$ cat config.mk
export PLATFORM = sky130hd
export DESIGN_NAME = adcc_ctrl
export DESIGN_NICKNAME = d
export VERILOG_FILES = /design/src/pkg/adcc_pkg.sv /design/src/pkg/adcc_div_if.sv /design/src/core/adcc_clkdiv.sv /design/src/core/adcc_ctrl.sv
export SDC_FILE = /design/constraint.sdc
export NUM_CORES = 1
export LEC_CHECK = 0
export BUFFER_PORTS_ARGS = -buffer_cell sky130_fd_sc_hd__buf_2
export CAP_MARGIN = 5
export CORE_UTILIZATION = 25
export DETAILED_ROUTE_END_ITERATION = 16
export GPL_ROUTABILITY_DRIVEN = 0
export HOLD_SLACK_MARGIN = 0.08
export PLACE_DENSITY = 0.51
export SLEW_MARGIN = 20
export SYNTH_ARGS = -nofsm -noshare
export SYNTH_HDL_FRONTEND = slang
export SYNTH_SLANG_ARGS = --single-unit
export TNS_END_PERCENT = 10
$ cat constraint.sdc
create_clock -name mclk -period 2.1 [get_ports mclk]
set_input_delay 0.105 -clock mclk [delete_from_list [all_inputs] [get_ports mclk]]
set_output_delay 0.105 -clock mclk [all_outputs]
set_load 0.005 [all_outputs]
$ cat src/pkg/adcc_pkg.sv
// adcc_pkg: constants and types of the converter control block
`default_nettype none
package adcc_pkg;
   // ==========================================================
   // register addresses and reset values
   localparam logic [7:0] ADCC_TIMING_ADDR  = 8'h00_EF;
   localparam logic [7:0] ADCC_CHMODE_ADDR  = 8'h00_D8;
   localparam logic [7:0] ADCC_TIMING_RST   = 8'h00_00;
   localparam logic [7:0] ADCC_CHMODE_RST   = 8'h00_00;
   // ==========================================================
   // timing/power register field positions
   localparam int ADCC_PWR_BIT   = 7;
   localparam int ADCC_EXTREF_BIT = 6;
   localparam int ADCC_DIV_HI    = 5;
   localparam int ADCC_DIV_LO    = 4;
   localparam int ADCC_ACQ_HI    = 3;
   localparam int ADCC_ACQ_LO    = 2;
   localparam int ADCC_TMR_BIT   = 1;
   localparam int ADCC_PIN_BIT   = 0;
   // ==========================================================
   // channel/mode register field positions
   localparam int ADCC_DONE_BIT  = 7;
   localparam int ADCC_DMA_BIT   = 6;
   localparam int ADCC_CONT_BIT  = 5;
   localparam int ADCC_SNGL_BIT  = 4;
   localparam int ADCC_CH_HI     = 3;
   localparam int ADCC_CH_LO     = 0;
   // ==========================================================
   // counts in converter clocks and channel codes
   localparam logic [4:0] ADCC_CONV_CLKS = 5'h0_11;
   localparam logic [3:0] ADCC_CH_TEMP   = 4'h8;
   localparam logic [3:0] ADCC_CH_DAC0   = 4'h9;
   localparam logic [3:0] ADCC_CH_DAC1   = 4'hA;
   localparam logic [3:0] ADCC_CH_AGND   = 4'hB;
   localparam logic [3:0] ADCC_CH_VREF   = 4'hC;
   localparam logic [3:0] ADCC_CH_STOP   = 4'hF;
   // ==========================================================
   // sequencer states, gray along idle-fetch-acquire-convert
   typedef enum logic [1:0] {
      ADCC_IDLE  = 2'b00,
      ADCC_FETCH = 2'b01,
      ADCC_ACQ   = 2'b11,
      ADCC_CONV  = 2'b10
   } adcc_state_t;
   // last count of the master clock divider for a select code
   function automatic logic [3:0] adcc_div_last(input logic [1:0] sel);
      unique case (sel)
         2'b00: adcc_div_last = 4'hF;
         2'b01: adcc_div_last = 4'h1;
         2'b10: adcc_div_last = 4'h3;
         2'b11: adcc_div_last = 4'h7;
      endcase
   endfunction
endpackage
`default_nettype wire

$ cat src/pkg/adcc_div_if.sv
// adcc_div_if: link between sequencer and converter clock divider
`timescale 1ns/1ps
`default_nettype none
interface adcc_div_if;
   logic [1:0] sel;
   logic       run;
   logic       tick;
   modport ctrl (output sel, output run, input tick);
   modport div  (input sel, input run, output tick);
endinterface
`default_nettype wire

$ cat src/core/adcc_clkdiv.sv
// adcc_clkdiv: divides the master clock into converter clock ticks
`timescale 1ns/1ps
`default_nettype none
module adcc_clkdiv
   import adcc_pkg::*;
(
   input  wire logic  mclk,
   input  wire logic  rst_n,
   input  wire logic  clk_en,
   adcc_div_if.div    dv
);
   typedef struct packed {
      logic [3:0] cnt;
      logic       tick;
   } adcc_div_st_t;

   adcc_div_st_t st_ff;
   adcc_div_st_t nxt_st;

   // count to the selected last value, one tick per wrap
   always_comb begin
      nxt_st = st_ff;
      nxt_st.tick = 1'b0;
      if (!dv.run) begin
         nxt_st.cnt = 4'h0;
      end else if (st_ff.cnt >= adcc_div_last(dv.sel)) begin
         nxt_st.cnt  = 4'h0;
         nxt_st.tick = 1'b1;
      end else begin
         nxt_st.cnt = st_ff.cnt + 4'h1;
      end
   end

   // state register, frozen while the clock enable is low
   always_ff @(posedge mclk or negedge rst_n) begin
      if (!rst_n) begin
         st_ff <= '0;
      end else if (clk_en) begin
         st_ff <= nxt_st;
      end
   end

   assign dv.tick = st_ff.tick;
endmodule
`default_nettype wire

$ cat src/core/adcc_ctrl.sv
// adcc_ctrl: converter sequencer with its two control registers
`timescale 1ns/1ps
`default_nettype none
module adcc_ctrl
   import adcc_pkg::*;
(
   input  wire logic        mclk,
   input  wire logic        arst_n,
   input  wire logic        clk_en,
   input  wire logic [7:0]  sfr_addr,
   input  wire logic        sfr_wr,
   input  wire logic [7:0]  sfr_wdata,
   input  wire logic        sfr_rd,
   output logic      [7:0]  sfr_rdata,
   input  wire logic        isr_vector_ack,
   input  wire logic        timer_overflow,
   input  wire logic        convert_start_n,
   input  wire logic        cal_busy,
   input  wire logic [11:0] sar_result,
   input  wire logic        dma_chan_valid,
   input  wire logic [3:0]  dma_chan_id,
   output logic             dma_chan_req,
   output logic             adc_power_on,
   output logic             external_reference_select,
   output logic             track,
   output logic             hold,
   output logic             conv_tick,
   output logic      [3:0]  conv_channel,
   output logic      [7:0]  result_high_byte,
   output logic      [7:0]  result_low_byte,
   output logic             result_valid,
   output logic             busy,
   output logic             ale_enable
);
   // ==========================================================
   // reset release through two flops
   logic [1:0] rst_sync_ff;

   always_ff @(posedge mclk or negedge arst_n) begin
      if (!arst_n) begin
         rst_sync_ff <= 2'b00;
      end else begin
         rst_sync_ff <= {rst_sync_ff[0], 1'b1};
      end
   end

   logic rst_n;
   assign rst_n = rst_sync_ff[1];

   // ==========================================================
   // all state of the sequencer
   typedef struct packed {
      adcc_state_t st;
      logic [7:0]  tim;       // timing/power register
      logic [7:0]  chm;       // channel/mode register
      logic [2:0]  acq_cnt;
      logic [4:0]  conv_cnt;
      logic [3:0]  chan;
      logic        pin_q;
      logic        dma_run;
      logic        dma_req;
      logic        in_dma;    // current conversion belongs to DMA
      logic [7:0]  res_hi;
      logic [7:0]  res_lo;
      logic        res_vld;
      logic [7:0]  rdata;
   } adcc_st_t;

   adcc_st_t st_ff;
   adcc_st_t nxt_st;

   adcc_div_if div_if ();

   // divider runs whenever the converter is powered
   assign div_if.sel = {st_ff.tim[ADCC_DIV_HI], st_ff.tim[ADCC_DIV_LO]};
   assign div_if.run = st_ff.tim[ADCC_PWR_BIT];

   adcc_clkdiv i_adcc_clkdiv (
      .mclk   (mclk),
      .rst_n  (rst_n),
      .clk_en (clk_en),
      .dv     (div_if.div)
   );

   // ==========================================================
   // decoded controls
   logic       pwr;
   logic       tick;
   logic       wr_tim;
   logic       wr_chm;
   logic       pin_fall;
   logic       trig;
   logic [2:0] acq_last;
   logic       conv_end;
   logic       dma_on;

   assign pwr      = st_ff.tim[ADCC_PWR_BIT];
   assign tick     = div_if.tick;
   assign wr_tim   = sfr_wr && (sfr_addr == ADCC_TIMING_ADDR);
   assign wr_chm   = sfr_wr && (sfr_addr == ADCC_CHMODE_ADDR);
   assign dma_on   = st_ff.chm[ADCC_DMA_BIT];
   // pin input is synchronous, so one flop finds the falling edge
   assign pin_fall = st_ff.pin_q && !convert_start_n;
   // any enabled start source
   assign trig = st_ff.chm[ADCC_SNGL_BIT]
              || st_ff.chm[ADCC_CONT_BIT]
              || (st_ff.tim[ADCC_TMR_BIT] && timer_overflow)
              || (st_ff.tim[ADCC_PIN_BIT] && pin_fall);
   // code n gives n+1 converter clocks of acquisition
   assign acq_last = {1'b0, st_ff.tim[ADCC_ACQ_HI],
                      st_ff.tim[ADCC_ACQ_LO]};
   assign conv_end = (st_ff.st == ADCC_CONV) && tick
                  && (st_ff.conv_cnt == ADCC_CONV_CLKS - 5'h01);

   // ==========================================================
   // sequencer and register update
   always_comb begin
      logic set_done;
      logic clr_sngl;
      logic clr_dma;
      set_done = 1'b0;
      clr_sngl = 1'b0;
      clr_dma  = 1'b0;
      nxt_st = st_ff;
      nxt_st.pin_q   = convert_start_n;
      nxt_st.dma_req = 1'b0;
      nxt_st.res_vld = 1'b0;

      unique case (st_ff.st)
         ADCC_IDLE: begin
            if (pwr && trig) begin
               nxt_st.acq_cnt = 3'h0;
               if (dma_on) begin
                  // first trigger after setting the bit launches DMA
                  nxt_st.st      = ADCC_FETCH;
                  nxt_st.dma_run = 1'b1;
                  nxt_st.dma_req = 1'b1;
               end else begin
                  nxt_st.st     = ADCC_ACQ;
                  nxt_st.in_dma = 1'b0;
                  nxt_st.chan   = st_ff.chm[ADCC_CH_HI:ADCC_CH_LO];
               end
            end
         end
         ADCC_FETCH: begin
            // wait for the next channel code from the capture table
            if (dma_chan_valid) begin
               if (dma_chan_id == ADCC_CH_STOP) begin
                  nxt_st.st      = ADCC_IDLE;
                  nxt_st.dma_run = 1'b0;
                  clr_dma        = 1'b1;
                  set_done       = 1'b1;
               end else begin
                  nxt_st.st      = ADCC_ACQ;
                  nxt_st.in_dma  = 1'b1;
                  nxt_st.chan    = dma_chan_id;
                  nxt_st.acq_cnt = 3'h0;
               end
            end
         end
         ADCC_ACQ: begin
            if (tick) begin
               if (st_ff.acq_cnt == acq_last) begin
                  nxt_st.st       = ADCC_CONV;
                  nxt_st.conv_cnt = 5'h00;
               end else begin
                  nxt_st.acq_cnt = st_ff.acq_cnt + 3'h1;
               end
            end
         end
         ADCC_CONV: begin
            if (conv_end) begin
               // channel code rides in the top nibble of the result
               nxt_st.res_hi  = {st_ff.chan, sar_result[11:8]};
               nxt_st.res_lo  = sar_result[7:0];
               nxt_st.res_vld = 1'b1;
               nxt_st.acq_cnt = 3'h0;
               if (st_ff.in_dma) begin
                  // capture keeps going until the stop code
                  nxt_st.st      = ADCC_FETCH;
                  nxt_st.dma_req = 1'b1;
               end else begin
                  set_done = 1'b1;
                  clr_sngl = 1'b1;
                  if (st_ff.chm[ADCC_CONT_BIT]) begin
                     nxt_st.st = ADCC_ACQ;
                     nxt_st.chan = st_ff.chm[ADCC_CH_HI:ADCC_CH_LO];
                  end else begin
                     nxt_st.st = ADCC_IDLE;
                  end
               end
            end else if (tick) begin
               nxt_st.conv_cnt = st_ff.conv_cnt + 5'h01;
            end
         end
      endcase

      // powering down abandons any conversion in flight
      if (!pwr) begin
         nxt_st.st      = ADCC_IDLE;
         nxt_st.dma_run = 1'b0;
         nxt_st.dma_req = 1'b0;
         nxt_st.res_vld = 1'b0;
         set_done       = 1'b0;
         clr_sngl       = 1'b0;
         clr_dma        = 1'b0;
      end

      // software writes, then hardware clears, then hardware sets
      if (wr_tim) begin
         nxt_st.tim = sfr_wdata;
      end
      if (wr_chm) begin
         nxt_st.chm = sfr_wdata;
      end
      if (clr_sngl && !(wr_chm && sfr_wdata[ADCC_SNGL_BIT])) begin
         nxt_st.chm[ADCC_SNGL_BIT] = 1'b0;
      end
      if (clr_dma && !(wr_chm && sfr_wdata[ADCC_DMA_BIT])) begin
         nxt_st.chm[ADCC_DMA_BIT] = 1'b0;
      end
      if (isr_vector_ack) begin
         nxt_st.chm[ADCC_DONE_BIT] = 1'b0;
      end
      // a completion in the clearing cycle is kept
      if (set_done) begin
         nxt_st.chm[ADCC_DONE_BIT] = 1'b1;
      end

      // read data is registered, one cycle after the read strobe
      if (sfr_rd) begin
         if (sfr_addr == ADCC_TIMING_ADDR) begin
            nxt_st.rdata = st_ff.tim;
         end else if (sfr_addr == ADCC_CHMODE_ADDR) begin
            nxt_st.rdata = st_ff.chm;
         end else begin
            nxt_st.rdata = 8'h00;
         end
      end
   end

   // ==========================================================
   // the single state register, frozen by the clock enable
   always_ff @(posedge mclk or negedge rst_n) begin
      if (!rst_n) begin
         st_ff          <= '0;
         st_ff.st       <= ADCC_IDLE;
         st_ff.tim      <= ADCC_TIMING_RST;
         st_ff.chm      <= ADCC_CHMODE_RST;
         st_ff.pin_q    <= 1'b1;
      end else if (clk_en) begin
         st_ff <= nxt_st;
      end
   end

   // ==========================================================
   // outputs
   assign sfr_rdata                 = st_ff.rdata;
   assign adc_power_on              = st_ff.tim[ADCC_PWR_BIT];
   assign external_reference_select = st_ff.tim[ADCC_EXTREF_BIT];
   assign track                     = (st_ff.st == ADCC_ACQ);
   assign hold                      = (st_ff.st == ADCC_CONV);
   assign conv_tick                 = tick;
   // internal sources sit above code 7; the analog mux decodes them
   assign conv_channel              = st_ff.chan;
   assign result_high_byte          = st_ff.res_hi;
   assign result_low_byte           = st_ff.res_lo;
   assign result_valid              = st_ff.res_vld;
   assign dma_chan_req              = st_ff.dma_req;
   // busy covers acquisition and conversion, not table fetches
   assign busy = track || hold || cal_busy;
   // address latch held off from DMA set until capture starts
   assign ale_enable = !(dma_on && !st_ff.dma_run);
endmodule
`default_nettype wire

Yosys cells after proc, flatten, opt, wreduce, memory -nomap -nowiden --
Cells that the tools add are included.
Word-level totals: output and inout port bits 37, bits of input ports 42, register bits after elaboration 66
Operators by class: equal/unequal tests 31, add/subtract/negate cells 3, reduce and logical (&&, ||, !) cells 44, $lt $le $gt $ge 1, multiplexer cells 69
Operators with widths (count):
- $mux 4 | 10
- $mux 8 | 4
- $mux 1 | 25
- $mux 2 | 12
- $reduce_and 6->1 | 4
- $mux 3 | 6
- $eq 8x8->1 const B | 2
- $pmux 4 s4 | 1
- $mux 5 | 3
- $ne 2x2->1 const B | 7
- $logic_and 1x1->1 | 13
- $ne 3x3->1 const B | 4
- $pmux 3 s4 | 1
- $pmux 4 s3 | 1
- $reduce_and 2->1 | 6
- $ne 2x1->1 const B | 5
- $pmux 5 s2 | 1
- $ne 3x2->1 const B | 3
- $reduce_and 9->1 | 1
- $eq 2x2->1 const B | 4
- $pmux 1 s2 | 4
- $pmux 2 s4 | 1
- $reduce_bool 2->1 | 4
- $reduce_and 7->1 | 1
- other kinds (14) | 25

Depth between registers and ports, before layout --
Gate-level depths: netlist (run 1).
depth after elaboration 9, mapped depth 9, gate-level depth less buffers 8

Cells and area by module --
A second synthesis (run 1) with hierarchy kept.
Unflattened totals: cell total of the unflattened synthesis 326, area total of the unflattened synthesis 3622.2 um^2
Modules (own cells, without submodules):
- adcc_ctrl | sequential area each 1527.7 um^2, cells each 292, area each 3270.6 um^2, instances 1
- adcc_clkdiv | sequential area each 125.1 um^2, cells each 34, area each 351.6 um^2, instances 1

Worst setup path after synthesis (run 1) --
No wires, ideal clock.
path kind register -> register, start point register st_ff[57] in the netlist's numbering, end point register st_ff[38] in the netlist's numbering, stages on the path, launching flop included 9, path slack -0.110 ns, setup time 0.069 ns, path buffers 1, required time 2.031 ns, arrival time 2.141 ns, cell sequence dfrtp_1 > inv_1 > ha_1 > inv_1 > or3_1 > buf_2 > a221o_1 > or4_1 > nand3_1
On the way: longest elaborated chain between the ends 5
Ends and longest elaborated chain:
- start, declared | RTL line adcc_ctrl.sv:69 | adcc_st_t st_ff;
- start signal, assigned | RTL line adcc_ctrl.sv:252 | st_ff <= nxt_st;
- $eq 2x2->1 *
- via hold | RTL line adcc_ctrl.sv:26 | output logic hold,
- $logic_and 1x1->1 | RTL line adcc_ctrl.sv:112 | assign conv_end = (st_ff.st == ADCC_CONV) && tick
- $logic_and 1x1->1 | RTL line adcc_ctrl.sv:113 | && (st_ff.conv_cnt == ADCC_CONV_CLKS - 5'h01);
- $ne 2x1->1 (no line)
- $reduce_and 7->1 (no line)
The timed path passes the listed nets; every way through them passes the cells marked *. A chain may end at the register's enable or synchronous reset.

Worst setup path after layout (run 1) --
start point register st_ff[34] in the netlist's numbering, end point register st_ff[38] in the netlist's numbering
On the way: longest elaborated chain between the ends 4
Ends and longest elaborated chain (RTL line):
- $eq 5x5->1 | adcc_ctrl.sv:113
- $logic_and 1x1->1 | adcc_ctrl.sv:113
- $ne 2x1->1 (no line)
- $reduce_and 7->1 (no line)
No other way between the ends.

==> impl_metrics.json, run 1 <==
{
  "status": "complete, no violations",
  "fin_area_um2": 4518,
  "die_h_um": 119.6,
  "drive_above_1_share_pct": 38.12,
  "holdPathStages": 3,
  "hold_ws_ns": 0.1729,
  "ant_nets": 0,
  "port_buffers": 78,
  "die_w_um": 119.6,
  "firstDrtPassIters": 4,
  "cp.arrival_ns": 2.36,
  "placementRows": 42,
  "cp-end-kind": "flop",
  "power.density_nw_per_um2": 634.4,
  "fin_cells": 601,
  "vias": 2686,
  "grt_max_degree": 65,
  "clk_latency_ns": 0.32,
  "min_period_ns": 2.096,
  "cts_sinks": 66,
  "synth.top_cell.area_share_pct": 47.07,
  "skew_ns": 0.004489,
  "wl_met3_um": 341,
  "highest_layer": "met4",
  "viasPerCell": 4.469,
  "crit_path_start_kind": "flop",
  "drtIter0Drc": 147,
  "avgSynthCellArea_um2": 10.57,
  "grt.total_usage_pct": 12.12,
  "post_dp_cell_area_um2": 3960,
  "finalHoldViolCount": 0,
  "antenna_found_initial": 0,
  "die_area_um2": 14300,
  "power_leakage_nw": 2.212,
  "ys_ff_latch": 66,
  "nFillCells": 1399,
  "syn_nets": 382,
  "syn2layout_area_growth_pct": 30.74,
  "hold_class": "input port to flop",
  "fin_util_pct": 33.85,
  "ys_warn_count": 0,
  "core_um2": 13350,
  "ir_worst_vdd_mv": 0.3516,
  "cts_tree": "done",
  "clockRootBuffer": "clkbuf_16",
  "setup_ws_ns": 0.003922,
  "drt-total-wl_um": 8321,
  "cts_buffer_depth": 2,
  "synth-edff-count": 0,
  "crit_type": "flop to flop",
  "numCtsBuffers": 9,
  "netlist_top_cells_area": "dfrtp_1 47%, mux2_2 12%, buf_4 6.1%",
  "period_share_pct": 99.81,
  "path_max_fanout": 5,
  "first_global_vias": 2672,
  "yosysUniqueCellTypes": 46,
  "cp.required_ns": 2.36,
  "netlist_top_cells_count": "65 x dfrtp_1, 36 x mux2_2, 32 x nand2_1, 28 x buf_4, 23 x o21ai_0",
  "wl_met2_um": 4004,
  "met1_length_um": 3899,
  "ys_seq_area_share_pct": 47.83,
  "dp_hpwl_um": 6014,
  "clkSlewWorstSetupHoldPaths_ns": 0.05,
  "seq_area_um2": 1655,
  "place_inst": 558,
  "setup_violations": 0,
  "diodes": 0,
  "fmax_mhz": 477.1,
  "synth.most_common_cell": "dfrtp_1",
  "reg2regPathDepth": 7,
  "netlist_area_um2": 3456,
  "cap_violations": 0,
  "grt_pass1_wl_um": 13410,
  "drc": 0,
  "multiInputGateArea_um2": 1516,
  "overflow": 0,
  "ios": 79,
  "rsz0062_at_grt": "yes",
  "place_ws_ns": 0.006982,
  "async_flop_share_pct": 100.0,
  "slew_viol_final": 0,
  "initial_utilization_pct": 25.89,
  "wl_per_cell_um": 13.85,
  "synthFlopType": "dfrtp_1",
  "nets": 475,
  "yosysTopAreaCell": "dfrtp_1",
  "htreeDepth": 3,
  "netlist_instances": 327
}
## cells by family after synthesis
| logic type | count (synthesis) | share of synthesized area, % |
|---|---|---|
| flip-flops | 66 | 47.83 |
| multiplexers | 40 | 12.89 |
| AND/OR/NAND/NOR | 80 | 11.41 |
| buffers and inverters | 57 | 9.268 |
| adder cells (fa/ha/maj) | 13 | 4.707 |
| AO/OA/AOI/OAI | 68 | 13.29 |
| XOR/XNOR | 2 | 0.5070 |
| other | 1 | 0.1085 |
## critical path: stages (launching register included)
cell,delay (ns)
dfrtp_1,0.40
inv_1,0.08
ha_1,0.14
nand4b_1,0.14
or3_4,0.37
a221o_1,0.40
or4_1,0.41
nand3_1,0.09
## where the power goes
part | internal, mW | total (mW) | switching, mW
clock network | 0.824 | 1.36 | 0.537
registers | 1.29 | 1.31 | 0.0179
logic | 0.0965 | 0.194 | 0.0977
total | 2.21 | 2.87 | 0.653
## layout make-up
| class | count | share of cell area (%) |
|---|---|---|
| multi-input combinational | 204 | 33.56 |
| clock inverter | 5 | 0.6646 |
| timing repair buffer | 121 | 17.39 |
| tap | 176 | 4.874 |
| sequential | 66 | 36.64 |
| inverter | 18 | 1.495 |
| clock buffer | 11 | 5.372 |
## sequential cells by signal, summed over array words and instances, names as in the netlist
| register | cells |
|---|---|
| acq_last | 2 |
| adc_power_on | 1 |
| conv_channel | 4 |
| div_if.sel | 2 |
| dma_chan_req | 1 |
| dma_on | 1 |
| external_reference_select | 1 |
| i_adcc_clkdiv.dv.tick | 1 |
| i_adcc_clkdiv.st_ff | 4 |
| result_high_byte | 8 |
| result_low_byte | 8 |
| result_valid | 1 |
| rst_sync_ff | 2 |
| sfr_rdata | 8 |
| st_ff | 22 |
## metal layers
layer / GRT usage, % / vias up
li1: - / 1327
met1: 15.54 / 1304
met2: 19.76 / 47
met3: 3.184 / 8
met4: 3.984 / 0
met5: 0 / -
## cell usage in the layout (no fill, tap or decap), drive strengths merged, types with 2 or more instances in the layout
master / n
clkinv: 3
and4: 2
buf: 97
or4: 3
o211ai: 3
nor3: 3
clkinvlp: 2
a21oi: 6
o2bb2ai: 5
o21ai: 23
o22ai: 2
dfrtp: 65
or3: 2
a32o: 3
clkbuf: 11
o41ai: 2
mux2: 36
dlygate4sd3: 24
and3: 2
nand3: 14
nor2: 9
nand2: 32
nand4b: 2
mux2i: 4
a211oi: 2
xor2: 2
nand2b: 5
a22oi: 9
a31oi: 2
inv: 18
ha: 13
o31ai: 3
## final timing paths
kind / startpoint / to / slack (ns)
min reg2reg: rst_sync_ff[1] / result_high_byte[3] / 0.26
max in group asynchronous: arst_n / rst_sync_ff[1] / 1.33
max: st_ff[34] / st_ff[38] / 0.004
min in group asynchronous: rst_sync_ff[1] / result_high_byte[3] / 0.26
max reg2reg: st_ff[34] / st_ff[38] / 0.004
min: clk_en / i_adcc_clkdiv.st_ff[2] / 0.17
## per-stage QoR
| step | TNS, ns | total power, mW |
|---|---|---|
| 2_1_floorplan | 0 | 1.408 |
| 3_3_place_gp | 0 | 1.490 |
| 3_5_place_dp | 0 | 1.495 |
| 4_1_cts | 0 | 2.921 |
| 5_1_grt | -0.1168 | 2.990 |
| 6_report | 0 | 2.866 |
## what timing repair did
action                                 in CTS  in global routing
endpoints found under the hold margin      31                  0
cloned                                      0                  0
hold buffers                               24                  0
setup endpoints to repair                   1                 10
gates resized for setup                     2                  8
setup buffers                               1                  2
pin swaps                                   1                  1
Note: power is estimated with default switching activity, not from simulation.
==> run 2: changes to the inputs <==
CORE_UTILIZATION = 37   (was 25)
PLACE_DENSITY = 0.67   (was 0.51)
==> run 2 against run 1 <==
Net effect: critical path depth unchanged; sequential share of layout area grew 1.4 points; flip-flop and latch count is the same; cell area is 3.8% lower; critical path type unchanged; wire length is 4.8% lower; via count rose by 2.1%; clock power fell by 11%; worst hold slack lost 0.022 ns; largest cell class unchanged.
==> impl_metrics.json, run 2 (synthesis results as in run 1) <==
{
  "status": "complete, no violations",
  "path_cells": "inv_1, ha_1, nand4b_1, or3_4, a221o_1, or4_1, nand3_1",
  "antenna_found_initial": 0,
  "cp.required_ns": 2.38,
  "p_sw_mw": 0.6459,
  "switching_share_pct": 23.83,
  "die_area_um2": 9731,
  "cts_sinks": 66,
  "ant_nets": 0,
  "cap_violations": 0,
  "power.density_nw_per_um2": 624.0,
  "diodes": 0,
  "firstDrtPassIters": 4,
  "slew_viol_final": 0,
  "syn2layout_area_growth_pct": 25.71,
  "slew_headroom_pct": 63.18,
  "p_int_mw": 2.065,
  "r2r_slack_ns": 0.05,
  "clkPwrFrac_pct": 44.7,
  "period_share_pct": 97.74,
  "nFillCells": 802,
  "reg2reg_from": "st_ff[34]",
  "wl_per_cell_um": 14.97,
  "nets": 471,
  "finalHoldViolCount": 0,
  "initial_utilization_pct": 38.87,
  "r2r_end": "st_ff[38]",
  "drc": 0,
  "grt_max_degree": 65,
  "skew_ns": 0.01386,
  "grt_pass1_wl_um": 13490,
  "min_period_ns": 2.053,
  "worst_pin_slew_ns": 0.5502,
  "cp-end-kind": "flop",
  "clk_latency_ns": 0.35,
  "hold_class": "input port to flop",
  "drtIter0Drc": 116,
  "htreeDepth": 3,
  "combPwrFrac_pct": 7.1,
  "largest_register_ffs": 22,
  "dp_hpwl_um": 5812,
  "grt.total_usage_pct": 17.67,
  "hold_ws_ns": 0.1511,
  "die_h_um": 98.65,
  "ios": 79,
  "critPathCapture": "st_ff[38]",
  "startpoint": "st_ff[34]",
  "rsz0062_at_grt": "yes",
  "first_global_vias": 2816,
  "clockRootBuffer": "clkbuf_8",
  "drive_above_1_share_pct": 37.53,
  "clkSlewWorstSetupHoldPaths_ns": 0.08,
  "viasPerCell": 5.183,
  "crit_type": "flop to flop",
  "top_register": "st_ff",
  "setup_violations": 0,
  "pwr-share-seq_pct": 48.3,
  "die_w_um": 98.65,
  "port_buffers": 78,
  "crit_path_start_kind": "flop",
  "path_max_fanout": 4,
  "fmax_mhz": 487.2,
  "layout_common_cells": "78 x buf_2, 64 x dfrtp_1, 36 x mux2_2",
  "overflow": 0,
  "core_um2": 8891,
  "setup_tns_ns": 0,
  "drt-total-wl_um": 7918,
  "slowest_delay_ns": 0.41,
  "cp_slowest_cell": "or4_1",
  "cts_tree": "done",
  "ir_worst_vdd_mv": 0.3970,
  "vias": 2742,
  "cts_buffer_depth": 2,
  "cp.arrival_ns": 2.34,
  "final_common_cell": "buf_2",
  "power_leakage_nw": 2.177,
  "placementRows": 34,
  "numCtsBuffers": 9,
  "reg2regPathDepth": 7
}
-- run 2: changes by cell type in the layout (fill, tap and decap cells not counted), sizes merged --
cell and delta:
bufinv +2, inv +2, clkinvlp -2, buf -4
clkbuf -2
-- run 2: critical path: cells and delay by family, from the launching register on --
| kind | cells | cell delay, ns |
|---|---|---|
| adder cells (fa/ha/maj) | 1 | 0.13 |
| flip-flops | 1 | 0.39 |
| AO/OA/AOI/OAI | 1 | 0.40 |
| AND/OR/NAND/NOR | 4 | 0.99 |
| buffers and inverters | 1 | 0.08 |
-- run 2: power groups by stage --
stage	registers, mW	clock network, mW	logic [mW]
finish	1.31	1.21	0.191
global route	1.31	1.29	0.216
CTS	1.31	1.24	0.193
detailed placement	1.33	0	0.157
global placement	1.33	0	0.153
floorplan	1.34	0	0.0631
-- run 2: area by class of cell --
cell class              count  area [um2]  area share [%]
clock buffers               9       123.9           2.851
clock inverters             7       100.1           2.304
inverters                  18       67.56           1.555
multi-input cells         204        1508           34.71
flip-flops and latches     66        1654           38.08
well taps                 108       135.1           3.111
repair buffers            117       755.7           17.40
-- run 2: worst min-delay path by stage --
stage / start / end / slack [ns] / cells past startpoint
global placement: arst_n / rst_sync_ff[0] / -0.11 / 1
CTS: dma_chan_id[0] / conv_channel[0] / 0.13 / 3
detailed placement: arst_n / rst_sync_ff[0] / -0.11 / 1
finish: dma_chan_id[0] / conv_channel[0] / 0.15 / 3
floorplan: arst_n / rst_sync_ff[0] / -0.19 / 0
global route: dma_chan_id[0] / conv_channel[0] / 0.16 / 3
-- run 2: repair_timing --
item / 4_1_cts / 5_1_grt
setup endpoints to repair: 0 / 12
gates resized for setup: 0 / 8
endpoints found under the hold margin: 31 / 0
hold buffers: 24 / 0
buffers inserted: 0 / 1
-- run 2: layer usage --
layer  share of wire, %  track usage (%)  up-vias
met3                4.8            3.475       12
met5                  0                0        -
li1                   -                -     1317
met1                 45            22.62     1342
met2                 48            29.04       71
met4                1.9            8.037        0
-- run 2: metrics by stage --
| stage | setup WS [ns] | utilization (%) | std cells | total power, mW | instance area [um2] |
|---|---|---|---|---|---|
| final | 0.04738 | 48.86 | 529 | 2.711 | 4344 |
| after detailed placement | 0.04094 | 43.41 | 488 | 1.491 | 3860 |
| after global routing | -0.05367 | 48.86 | 529 | 2.822 | 4344 |
| after global placement | 0.08961 | 43.41 | 488 | 1.486 | 3860 |
| after floorplan | 0.002822 | - | 327 | 1.408 | 3468 |
| after CTS | 0.02966 | 48.64 | 528 | 2.741 | 4324 |
==> run 3: changes to the inputs <==
CORE_ASPECT_RATIO = 0.8   (was default)
SLEW_MARGIN = default   (was 20)
==> run 3 against run 2 <==
Net effect: wire length up 4.0%; sequential share of layout area decreased by 1.1 points; non-clock buffer count up 2; sequential power about the same; worst setup slack lost 0.019 ns; cell count is 1.7% higher; largest power group is now clock; die area is essentially flat; critical path depth unchanged; global-route usage rose by 0.76 points.
==> impl_metrics.json, run 3 (synthesis results as in run 1) <==
{
  "cp.arrival_ns": 2.35,
  "drt-total-wl_um": 8237,
  "firstDrtPassIters": 4,
  "status": "complete, no violations",
  "core_um2": 9076,
  "ir_worst_vdd_mv": 0.4493,
  "cts_sinks": 66,
  "syn2layout_area_growth_pct": 29.29,
  "vias": 2723,
  "antenna_found_initial": 0,
  "power_leakage_nw": 2.224,
  "wl_met2_um": 3886,
  "clkSlewWorstSetupHoldPaths_ns": 0.06,
  "fmax_mhz": 482.7,
  "cts_tree": "done",
  "dp_hpwl_um": 6045,
  "grt_pass1_wl_um": 13190,
  "htreeDepth": 3,
  "clockRootBuffer": "clkbuf_16",
  "layout_common_cells": "78 x buf_2, 64 x dfrtp_1, 36 x mux2_2",
  "ios": 79,
  "wl_met3_um": 451,
  "power.density_nw_per_um2": 687.6,
  "nets": 473,
  "hold_class": "input port to flop",
  "period_share_pct": 98.65,
  "setup_tns_ns": 0,
  "die_h_um": 88.44,
  "rsz0062_at_grt": "yes",
  "slew_viol_final": 0,
  "port_buffers": 78,
  "crit_path_start_kind": "flop",
  "diodes": 0,
  "overflow": 0,
  "setup_violations": 0,
  "viasPerCell": 5.061,
  "final_common_cell": "buf_2",
  "power.total_mw": 3.072,
  "wl_per_cell_um": 15.31,
  "crit_type": "flop to flop",
  "cts_setup_buffers": 0,
  "min_period_ns": 2.072,
  "cap_violations": 0,
  "nFillCells": 855,
  "skew_ns": 0.008552,
  "clk_latency_ns": 0.33,
  "initial_utilization_pct": 38.08,
  "ant_nets": 0,
  "grt_max_degree": 44,
  "drive_above_1_share_pct": 37.83,
  "top_register": "st_ff",
  "finalHoldViolCount": 0,
  "drtIter0Drc": 160,
  "slew_headroom_pct": 60.99,
  "highest_layer": "met4",
  "drc": 0,
  "met1_length_um": 3852,
  "largest_register_ffs": 22,
  "placementRows": 31,
  "die_area_um2": 9733,
  "worst_pin_slew_ns": 0.5802,
  "cp.required_ns": 2.38,
  "cp-end-kind": "flop",
  "die_w_um": 110.1,
  "path_max_fanout": 4,
  "cts_buffer_depth": 2,
  "numCtsBuffers": 9,
  "grt.total_usage_pct": 18.42,
  "first_global_vias": 2628
}
run 3: worst paths after layout:
kind                                              end            from  cells past startpoint  slack (ns)
worst max-delay path                        st_ff[38]       st_ff[33]                      7        0.03
worst min-delay path                  conv_channel[3]  dma_chan_id[3]                      3        0.17
worst max register to register              st_ff[38]       st_ff[33]                      7        0.03
worst min register to register  i_adcc_clkdiv.dv.tick  rst_sync_ff[1]                      0        0.24
max in group asynchronous                   st_ff[28]  rst_sync_ff[1]                      1        1.19
min in group asynchronous       i_adcc_clkdiv.dv.tick  rst_sync_ff[1]                      0        0.24
run 3: layer usage:
layer | vias up | GRT usage (%)
met1 | 1319 | 24.29
met2 | 76 | 28.81
met4 | 0 | 5.091
li1 | 1324 | -
met3 | 4 | 6.406
met5 | - | 0
run 3: report_power, final:
group          internal (mW)  switching (mW)  total (mW)
Clock                   1.02           0.547        1.57
Combinational         0.0960          0.0908       0.187
Sequential              1.29          0.0265        1.32
Total                   2.41           0.665        3.07
run 3: area by class of cell:
type	instances	area (um2)	share of cell area (%)
clock buffers	13	270.3	6.049
inverters	18	67.56	1.512
flip-flops and latches	66	1654	37.02
well taps	115	143.9	3.220
multi-input cells	204	1515	33.91
repair buffers	119	770.7	17.25
clock inverters	3	46.29	1.036
run 3: timing repair:
action                                 in CTS  in global routing
resized for setup                           1                  8
hold buffers                               24                  0
pin swaps                                   0                  1
setup endpoints to repair                   3                 12
endpoints found under the hold margin      31                  0
run 3: per-stage QoR:
step	instance area [um2]	cells	setup WS, ns	util [%]	hold WS, ns
floorplan	3468	327	0.002822	-	-0.1906
global placement	3891	498	0.07932	42.87	-0.1097
detailed placement	3891	498	-0.002558	42.87	-0.1072
CTS	4449	538	0.009498	49.02	0.1611
global route	4468	538	-0.05769	49.23	0.1764
finish	4468	538	0.02828	49.23	0.1739
run 3: worst max-delay path: stages (launching register included):
cell      delay (ns)
dfrtp_1         0.40
inv_2           0.08
ha_1            0.15
nand4b_1        0.12
or3_4           0.37
a221o_1         0.39
or4_4           0.43
nand3_2         0.08
